$ cat src/pfg_pkg.sv
// Function
// - The direction register is write-only and a read of it returns a fixed filler value, never the stored bits.
// - After reset pin 7 direction is 1 in modes 1, 2 and 4 and 0 in mode 7, all other direction bits are 0.
// - Pin 7 drives the system clock when its direction bit is 1 and is an input when it is 0, in every mode.
// - In expanded operation pin 6 drives the address strobe when its enable is 1, else it is direction-steered I/O.
// - In expanded operation pins 5 and 4 drive the read and high-byte write strobes whatever their direction bits.
// - In expanded operation pin 3 drives the low-byte write strobe when its enable is 1, else direction-steered I/O.
// - In expanded operation pins 2 and 1 drive the column strobes when selected, else chip selects 6 and 5 when enabled, else I/O.
// - In expanded operation pin 0 is the bus wait input when waiting is enabled, else direction-steered I/O.
// - In mode 7 with expansion off, pins 6 to 0 are plain I/O steered only by their direction bits.
// - The output data register is read-write, resets to zero and drives the pins set up as general outputs.
// - A pin-state read returns output data where the direction bit is 1 and the pin level where it is 0; writes are ignored.
package pfg_pkg;

  localparam int ADDR_W = 5;

  localparam logic [4:0] OFFSET_DIRECTION   = 5'h00;
  localparam logic [4:0] OFFSET_OUTPUT_DATA = 5'h04;
  localparam logic [4:0] OFFSET_PIN_STATE   = 5'h08;
  localparam logic [4:0] OFFSET_CONTROL     = 5'h0c;
  localparam logic [4:0] OFFSET_MODE_STATUS = 5'h10;

  localparam int CTRL_EXPANSION_BIT   = 0;
  localparam int CTRL_ADDR_STROBE_BIT = 1;
  localparam int CTRL_LOW_WRITE_BIT   = 2;
  localparam int CTRL_CHIP_SEL6_BIT   = 3;
  localparam int CTRL_CHIP_SEL5_BIT   = 4;

  localparam int STATUS_MODE_LSB   = 0;
  localparam int STATUS_VALID_BIT  = 3;

  localparam logic [7:0] DIRECTION_RESET   = 8'h00;
  localparam logic [7:0] OUTPUT_DATA_RESET = 8'h00;
  localparam logic [4:0] CONTROL_RESET     = 5'h06;
  localparam logic [7:0] DIRECTION_FILLER  = 8'h00;

  localparam logic [2:0] MODE_1 = 3'h1;
  localparam logic [2:0] MODE_2 = 3'h2;
  localparam logic [2:0] MODE_4 = 3'h4;
  localparam logic [2:0] MODE_7 = 3'h7;

  localparam logic [1:0] STRAP_SETTLE = 2'h2;

  localparam logic [1:0] RESP_OKAY      = 2'h0;
  localparam logic [1:0] RESP_SLAVE_ERR = 2'h2;

  typedef enum logic [1:0]
  {
    ST_IDLE   = 2'b01,
    ST_ANSWER = 2'b10
  } pfg_bus_state_t;

  typedef struct packed
  {
    logic sysClockOut;
    logic addressStrobe;
    logic readStrobe;
    logic highByteWriteStrobe;
    logic lowByteWriteStrobe;
    logic lowerColumnStrobe;
    logic upperColumnStrobe;
    logic chipSelect6;
    logic chipSelect5;
  } pfg_strobes_t;

  typedef struct packed
  {
    logic columnStrobeSelect;
    logic waitEnable;
  } pfg_bus_select_t;

  typedef struct packed
  {
    logic externalExpansionEnable;
    logic addrStrobeOutEnable;
    logic lowWriteOutEnable;
    logic chipSelect6Enable;
    logic chipSelect5Enable;
  } pfg_ctrl_t;

endpackage

$ cat src/pfg_port_f_gpio.sv
// Chosen here: the Avalon-MM slave port and the register addresses.
`timescale 1ns/10ps
module pfg_port_f_gpio
(
  input  wire logic                      clock,
  input  wire logic                      arst_n,
  input  wire logic [4:0]                address,
  input  wire logic                      read,
  input  wire logic                      write,
  input  wire logic [31:0]               writedata,
  input  wire logic [3:0]                byteenable,
  output logic      [31:0]               readdata,
  output logic      [1:0]                response,
  output logic                           waitrequest,
  input  wire logic [2:0]                modePins,
  input  wire pfg_pkg::pfg_strobes_t     busStrobes,
  input  wire pfg_pkg::pfg_bus_select_t  busSelect,
  input  wire logic [7:0]                pinIn,
  output logic      [7:0]                pinOut,
  output logic      [7:0]                pinOutEn_n,
  output logic                           busWait_n
);

  pfg_pkg::pfg_bus_state_t state;
  pfg_pkg::pfg_bus_state_t next_state;

  logic [7:0]  direction;
  logic [7:0]  outputData;
  logic [4:0]  control;
  logic [2:0]  mode;
  logic        modeValid;
  logic [1:0]  settleCount;
  logic [7:0]  pinSync;
  logic [2:0]  modeSync;
  logic        modeExternal;
  logic        expanded;
  logic [7:0]  pinState;
  logic [7:0]  muxValue;
  logic [7:0]  muxDrive;
  logic        waitActive;
  logic        takeRequest;
  logic        commitWrite;
  logic        lowLane;
  logic        hitDirection;
  logic        hitOutputData;
  logic        hitPinState;
  logic        hitControl;
  logic        hitModeStatus;
  logic        hitAny;
  logic [31:0] next_readdata;
  logic [1:0]  next_response;
  pfg_pkg::pfg_ctrl_t ctrlFields;

  // pin and strap levels come from outside; two stages before any use
  pfg_sync2
  #(
    .WIDTH (8)
  )
  u_pin_sync
  (
    .clock  (clock),
    .arst_n (arst_n),
    .async  (pinIn),
    .synced (pinSync)
  );

  pfg_sync2
  #(
    .WIDTH (3)
  )
  u_mode_sync
  (
    .clock  (clock),
    .arst_n (arst_n),
    .async  (modePins),
    .synced (modeSync)
  );

  // strap capture: wait for the synchroniser to fill, then freeze the mode
  always_ff @(posedge clock or negedge arst_n)
  begin
    if (!arst_n)
    begin
      settleCount <= 2'h0;
      modeValid   <= 1'b0;
      mode        <= 3'h0;
    end
    else if (!modeValid)
    begin
      if (settleCount == pfg_pkg::STRAP_SETTLE)
      begin
        modeValid <= 1'b1;
        mode      <= modeSync;
      end
      else
      begin
        settleCount <= settleCount + 2'h1;
      end
    end
  end

  assign modeExternal = (mode == pfg_pkg::MODE_1) || (mode == pfg_pkg::MODE_2) ||
                        (mode == pfg_pkg::MODE_4);
  // pins stay plain I/O until the mode is known, which avoids glitching strobes
  assign expanded = modeValid &&
                    (modeExternal ||
                     ((mode == pfg_pkg::MODE_7) &&
                      control[pfg_pkg::CTRL_EXPANSION_BIT]));

  assign ctrlFields.externalExpansionEnable = control[pfg_pkg::CTRL_EXPANSION_BIT];
  assign ctrlFields.addrStrobeOutEnable     = control[pfg_pkg::CTRL_ADDR_STROBE_BIT];
  assign ctrlFields.lowWriteOutEnable       = control[pfg_pkg::CTRL_LOW_WRITE_BIT];
  assign ctrlFields.chipSelect6Enable       = control[pfg_pkg::CTRL_CHIP_SEL6_BIT];
  assign ctrlFields.chipSelect5Enable       = control[pfg_pkg::CTRL_CHIP_SEL5_BIT];

  // address decode
  assign hitDirection  = (address == pfg_pkg::OFFSET_DIRECTION);
  assign hitOutputData = (address == pfg_pkg::OFFSET_OUTPUT_DATA);
  assign hitPinState   = (address == pfg_pkg::OFFSET_PIN_STATE);
  assign hitControl    = (address == pfg_pkg::OFFSET_CONTROL);
  assign hitModeStatus = (address == pfg_pkg::OFFSET_MODE_STATUS);
  assign hitAny        = hitDirection | hitOutputData | hitPinState |
                         hitControl | hitModeStatus;
  assign lowLane       = byteenable[0];

  assign takeRequest = (state == pfg_pkg::ST_IDLE) && (read || write);
  // a write lands at the edge where waitrequest is seen low
  assign commitWrite = (state == pfg_pkg::ST_ANSWER) && write && lowLane;

  // one wait cycle per access, so read data are registered before release
  always_comb
  begin
    next_state = state;
    unique case (state)
      pfg_pkg::ST_IDLE:
      begin
        if (read || write)
        begin
          next_state = pfg_pkg::ST_ANSWER;
        end
      end
      pfg_pkg::ST_ANSWER:
      begin
        next_state = pfg_pkg::ST_IDLE;
      end
      default:
      begin
        next_state = pfg_pkg::ST_IDLE;
      end
    endcase
  end

  always_ff @(posedge clock or negedge arst_n)
  begin
    if (!arst_n)
    begin
      state <= pfg_pkg::ST_IDLE;
    end
    else
    begin
      state <= next_state;
    end
  end

  assign waitrequest = (read || write) && (state != pfg_pkg::ST_ANSWER);

  // direction register
  always_ff @(posedge clock or negedge arst_n)
  begin
    if (!arst_n)
    begin
      direction <= pfg_pkg::DIRECTION_RESET;
    end
    else if (!modeValid && (settleCount == pfg_pkg::STRAP_SETTLE))
    begin
      // pin 7 default depends on the strap, so it is set once at capture
      direction[7] <= (modeSync == pfg_pkg::MODE_1) ||
                      (modeSync == pfg_pkg::MODE_2) ||
                      (modeSync == pfg_pkg::MODE_4);
    end
    else if (commitWrite && hitDirection)
    begin
      direction <= writedata[7:0];
    end
  end

  // output data register
  always_ff @(posedge clock or negedge arst_n)
  begin
    if (!arst_n)
    begin
      outputData <= pfg_pkg::OUTPUT_DATA_RESET;
    end
    else if (commitWrite && hitOutputData)
    begin
      outputData <= writedata[7:0];
    end
  end

  // pin-function control bits
  always_ff @(posedge clock or negedge arst_n)
  begin
    if (!arst_n)
    begin
      control <= pfg_pkg::CONTROL_RESET;
    end
    else if (commitWrite && hitControl)
    begin
      control <= writedata[4:0];
    end
  end

  // output bits read back as written, input bits as the synced pin
  assign pinState = (direction & outputData) | (~direction & pinSync);

  always_comb
  begin
    next_readdata = 32'h0000_0000;
    next_response = pfg_pkg::RESP_OKAY;
    if (hitDirection)
    begin
      next_readdata[7:0] = pfg_pkg::DIRECTION_FILLER;
    end
    else if (hitOutputData)
    begin
      next_readdata[7:0] = outputData;
    end
    else if (hitPinState)
    begin
      // writes here are accepted and dropped
      next_readdata[7:0] = pinState;
    end
    else if (hitControl)
    begin
      next_readdata[4:0] = control;
    end
    else if (hitModeStatus)
    begin
      next_readdata[pfg_pkg::STATUS_MODE_LSB +: 3] = mode;
      next_readdata[pfg_pkg::STATUS_VALID_BIT]     = modeValid;
    end
    if (!hitAny)
    begin
      next_response = pfg_pkg::RESP_SLAVE_ERR;
    end
  end

  always_ff @(posedge clock or negedge arst_n)
  begin
    if (!arst_n)
    begin
      readdata <= 32'h0000_0000;
      response <= pfg_pkg::RESP_OKAY;
    end
    else if (takeRequest)
    begin
      readdata <= read ? next_readdata : 32'h0000_0000;
      response <= next_response;
    end
  end

  pfg_pin_mux u_pin_mux
  (
    .expanded   (expanded),
    .direction  (direction),
    .outputData (outputData),
    .ctrl       (ctrlFields),
    .strobes    (busStrobes),
    .busSelect  (busSelect),
    .pinValue   (muxValue),
    .pinDrive   (muxDrive),
    .waitActive (waitActive)
  );

  // pin drivers are registered; strobes reach the pins one cycle late
  always_ff @(posedge clock or negedge arst_n)
  begin
    if (!arst_n)
    begin
      pinOut     <= 8'h00;
      pinOutEn_n <= 8'hff;
    end
    else
    begin
      pinOut     <= muxValue;
      pinOutEn_n <= ~muxDrive;
    end
  end

  // wait is active low, held inactive when the wait function is off
  always_ff @(posedge clock or negedge arst_n)
  begin
    if (!arst_n)
    begin
      busWait_n <= 1'b1;
    end
    else
    begin
      busWait_n <= waitActive ? pinSync[0] : 1'b1;
    end
  end

endmodule

$ cat src/pfg_sync2.sv
`timescale 1ns/10ps
module pfg_sync2
#(
  parameter int WIDTH = 8
)
(
  input  wire logic             clock,
  input  wire logic             arst_n,
  input  wire logic [WIDTH-1:0] async,
  output logic      [WIDTH-1:0] synced
);

  logic [WIDTH-1:0] stage1;

  // first stage feeds only the second one
  always_ff @(posedge clock or negedge arst_n)
  begin
    if (!arst_n)
    begin
      stage1 <= '0;
      synced <= '0;
    end
    else
    begin
      stage1 <= async;
      synced <= stage1;
    end
  end

endmodule

$ cat src/pfg_pin_mux.sv
`timescale 1ns/10ps
module pfg_pin_mux
(
  input  wire logic                      expanded,
  input  wire logic [7:0]                direction,
  input  wire logic [7:0]                outputData,
  input  wire pfg_pkg::pfg_ctrl_t        ctrl,
  input  wire pfg_pkg::pfg_strobes_t     strobes,
  input  wire pfg_pkg::pfg_bus_select_t  busSelect,
  output logic      [7:0]                pinValue,
  output logic      [7:0]                pinDrive,
  output logic                           waitActive
);

  logic [7:0] altActive;
  logic [7:0] altValue;
  logic [7:0] altDrive;

  always_comb
  begin
    altActive = 8'h00;
    altValue  = 8'h00;
    altDrive  = 8'h00;
    waitActive = 1'b0;
    // clock output follows the direction bit alone
    altActive[7] = direction[7];
    altValue[7]  = strobes.sysClockOut;
    altDrive[7]  = 1'b1;
    // with expansion off every alternate function below stays idle
    if (expanded)
    begin
      altActive[6] = ctrl.addrStrobeOutEnable;
      altValue[6]  = strobes.addressStrobe;
      altActive[5] = 1'b1;
      altValue[5]  = strobes.readStrobe;
      altActive[4] = 1'b1;
      altValue[4]  = strobes.highByteWriteStrobe;
      altActive[3] = ctrl.lowWriteOutEnable;
      altValue[3]  = strobes.lowByteWriteStrobe;
      altActive[2] = busSelect.columnStrobeSelect | ctrl.chipSelect6Enable;
      altValue[2]  = busSelect.columnStrobeSelect ? strobes.lowerColumnStrobe
                                                  : strobes.chipSelect6;
      altActive[1] = busSelect.columnStrobeSelect | ctrl.chipSelect5Enable;
      altValue[1]  = busSelect.columnStrobeSelect ? strobes.upperColumnStrobe
                                                  : strobes.chipSelect5;
      altActive[0] = busSelect.waitEnable;
      waitActive   = busSelect.waitEnable;
      altDrive[6:1] = 6'h3f;
    end
  end

  genvar i;
  generate
    for (i = 0; i < 8; i++)
    begin : g_pin
      // general I/O falls back on direction and output data
      assign pinDrive[i] = altActive[i] ? altDrive[i] : direction[i];
      assign pinValue[i] = altActive[i] ? altValue[i] : outputData[i];
    end
  endgenerate

endmodule

$ cat config.mk
export PLATFORM = sky130hd
export DESIGN_NAME = pfg_port_f_gpio
export DESIGN_NICKNAME = d
export VERILOG_FILES = /design/src/pfg_pkg.sv /design/src/pfg_port_f_gpio.sv /design/src/pfg_sync2.sv /design/src/pfg_pin_mux.sv
export SDC_FILE = /design/constraint.sdc
export NUM_CORES = 1
export LEC_CHECK = 0
export BUFFER_PORTS_ARGS = -buffer_cell sky130_fd_sc_hd__buf_2
export CORE_UTILIZATION = 44
export CTS_CLUSTER_DIAMETER = 120
export DETAILED_ROUTE_END_ITERATION = 12
export GPL_TIMING_DRIVEN = 1
export HOLD_SLACK_MARGIN = 0.06
export PLACE_DENSITY = 0.72
export SLEW_MARGIN = 25
export SYNTH_ARGS = -nofsm -noshare
export SYNTH_HDL_FRONTEND = slang
export SYNTH_HIERARCHICAL = 1
export SYNTH_SLANG_ARGS = --single-unit
$ cat constraint.sdc
create_clock -name clock -period 4.4 [get_ports clock]
set_input_delay 0.66 -clock clock [delete_from_list [all_inputs] [get_ports clock]]
set_output_delay 0.66 -clock clock [all_outputs]
set_load 0.02 [all_outputs]
==> metrics.yaml <==
critical_path:
  cp.required_ns: 4.64
  r2r-start: "state[0]"
  cp.arrival_ns: 2.23
  cp-start-kind: "input port"
  worstSetupEndpointType: "flop"
  crit_start: "address[4]"
  critical_path_class: "in -> reg"
  crit_path_max_fanout: 14
yosys:
  yosys.area.top_type: "dfrtp_1"
  synth.avg_cell_area_um2: 12.9
  synth_cell_types: 49
  yosysTopAreaCellShare_pct: 49.0
  synth_area_leaders: "dfrtp_1 49%, dfstp_2 9.5%, buf_4 6.6%"
  async_reset_ff_share_pct: 100
  synthCells: 257
  synth-edff-count: 0
  yosys_register_bits: 77
  synth_flop_cell: "dfrtp_1"
  synth_area_mm2: 0.00332
  seq_area_frac_synth_pct: 58.5
  ys_warn_count: 6
run_status:
  outcome: "complete, no violations"
clock_network:
  clkSinkCount: 77
  ctsLongestPathBuffers: 2
  cts_tree: "yes"
  numCtsBuffers: 9
  insertion_delay_ns: 0.35
  htreeDepth: 3
  cts.repair.resized: 0
  cts_hold_buf: 0
  cts_root_buf: "clkbuf_8"
  path_clk_slew_ns: 0.08
  cts_setup_buffers: 0
die:
  die_area_mm2: 0.00790
  placementRows: 31
  io_pins: 119
  die_w_um: 88.9
  coreArea_mm2: 0.00729
  start_util_pct: 45.5
  die_y_um: 88.9
timing:
  tns_ns: 0
  slew_viol_final: 0
  fmax_mhz: 502
  finalSetupViolCount: 0
  min_period_over_period_pct: 45.3
  min_period_ns: 1.99
  tightestPinTransition_ns: 0.604
  holdWs_ns: 0.214
  fin_ws_ns: 2.41
  max-slew-margin-rel_pct: 59.7
  rsz0062_at_grt: "false"
  finClkSkew_ns: 0.00546
  hold_viol_final: 0
placement:
  dp_slack_ns: 2.02
  dp.cells: 412
  dp_hpwl_um: 4300
  gp_congestion: 0.801
  portBuffers: 66
grt:
  antenna_found_initial: 0
  grt_overflow_total: 0
  track_usage_pct: 16.5
  grt_pass1_vias: 1921
  grt_max_degree: 78
  grt_first_pass_wirelength_um: 9430
route:
  first_pass_iters: 4
  routed_wl_um: 6200
  vias: 2012
  vias_per_cell: 4.69
  drtAntennaViolNets: 0
  drc: 0
  drtIter0Drc: 58
  detail_route.wl_per_cell_um: 14.5
power_and_ir_drop:
  powerDensity_mw_per_mm2: 422
  vdd_drop_max_uv: 154
  power_mw: 1.62
  p_leak_nw: 1.91
flow_run:
  cap_violations: 0
finish:
  area_delta_synth_final_pct: 15.8
  post_route_cells_drive_above_1_share_pct: 39.4
  layout.nets: 393
  diodes: 0
  finalNonFillerCells: 429
hold_path:
  hold_class: "in -> async"
[cells in the mapped netlist, types with 2 or more instances]
| library cell | instances |
|---|---|
| xor2_1 | 2 |
| nor2_1 | 4 |
| mux2_4 | 2 |
| nor2_4 | 2 |
| a211oi_2 | 2 |
| nor2b_1 | 4 |
| dfstp_2 | 12 |
| or2_0 | 2 |
| or2b_1 | 2 |
| mux2i_1 | 5 |
| and3_1 | 2 |
| mux2_2 | 14 |
| nand2_2 | 2 |
| a21oi_1 | 11 |
| clkbuf_1 | 2 |
| nand2_1 | 10 |
| a2bb2oi_1 | 2 |
| o21ai_1 | 7 |
| inv_1 | 14 |
| a32o_1 | 3 |
| or2_2 | 3 |
| buf_4 | 29 |
| o2bb2ai_1 | 2 |
| and4bb_2 | 2 |
| o21ai_0 | 11 |
| nand2b_1 | 3 |
| buf_6 | 3 |
| mux2_1 | 15 |
| dfrtp_1 | 65 |
[state kept, by name, summed over array words and instances, names as in the netlist]
| name | cells |
|---|---|
| direction | 8 |
| outputData | 8 |
| pinOutEn_n | 8 |
| pinOut | 8 |
| readdata | 8 |
| u_pin_sync/stage1 | 8 |
| u_pin_sync/synced | 8 |
| control | 5 |
| mode | 3 |
| u_mode_sync/stage1 | 3 |
| u_mode_sync/synced | 3 |
| settleCount | 2 |
| state | 2 |
| busWait_n | 1 |
| modeValid | 1 |
| response | 1 |
[layout by cell type, fill, tap and decap left out, types with 10 or more instances in the layout]
cell type	Yosys	layout
nand2_1	10	10
o21ai_0	11	11
buf_2	0	65
clkbuf_8	0	12
dfstp_2	12	12
mux2_2	14	14
conb_1	1	25
dfrtp_1	65	65
inv_1	14	14
mux2_1	15	15
a21oi_1	11	11
[layer usage]
layer  GRT usage (%)  part of all wire, %
met1            20.1                   43
met2            26.4                   49
met3            5.32                  6.3
met4            8.36                  1.9
met5               0                    0
[cell families (layout without fill, tap and decap cells)]
family / count (synthesis) / in the layout / share of synthesized area [%]
flops: 77 / 77 / 58.5
other cells: 1 / 25 / 0.113
buf+inv: 49 / 98 / 9.87
simple gates: 47 / 47 / 9.68
fa+ha+maj: 1 / 1 / 0.377
mux: 36 / 36 / 12.2
compound gates: 43 / 43 / 8.44
xor+xnor: 3 / 3 / 0.791
[report_power, final]
group | total, mW | switching, mW | internal, mW
Combinational | 0.259 | 0.168 | 0.0911
Sequential | 0.809 | 0.0327 | 0.776
Clock | 0.554 | 0.248 | 0.306
Total | 1.62 | 0.449 | 1.17
[area by class of cell]
class / count / area [um2]
Timing Repair Buffer: 67 / 360
Sequential cell: 77 / 1940
Inverter: 15 / 68.8
Multi-Input combinational cell: 155 / 1140
Fill cell: 669 / 3450
Tap cell: 99 / 124
Clock inverter: 4 / 45.0
Clock buffer: 12 / 165
[worst max-delay path, cell delays in order]
cell	delay, ns
buf_2	0.14
nor3_4	0.50
and3_1	0.55
mux2_1	0.37
[path summary, 6_finish.rpt]
path / to / slack, ns / depth (start not counted)
max: outputData[1] / 2.41 / 4
min: pinOut[2] / 0.21 / 1
max reg2reg: readdata[6] / 2.65 / 5
min reg2reg: u_mode_sync/synced[2] / 0.35 / 0
max in group asynchronous: pinOutEn_n[7] / 3.57 / 2
min in group clock: u_mode_sync/synced[2] / 0.35 / 0
[per-stage QoR]
stage | utilization (%) | area, um2
final | 52.7 | 3850
after global routing | 52.7 | 3850
after CTS | 52.4 | 3820
after detailed placement | 49.5 | 3610
after global placement | 49.5 | 3610
after floorplan | - | 3410
Note: power is estimated with default switching activity, not from simulation.
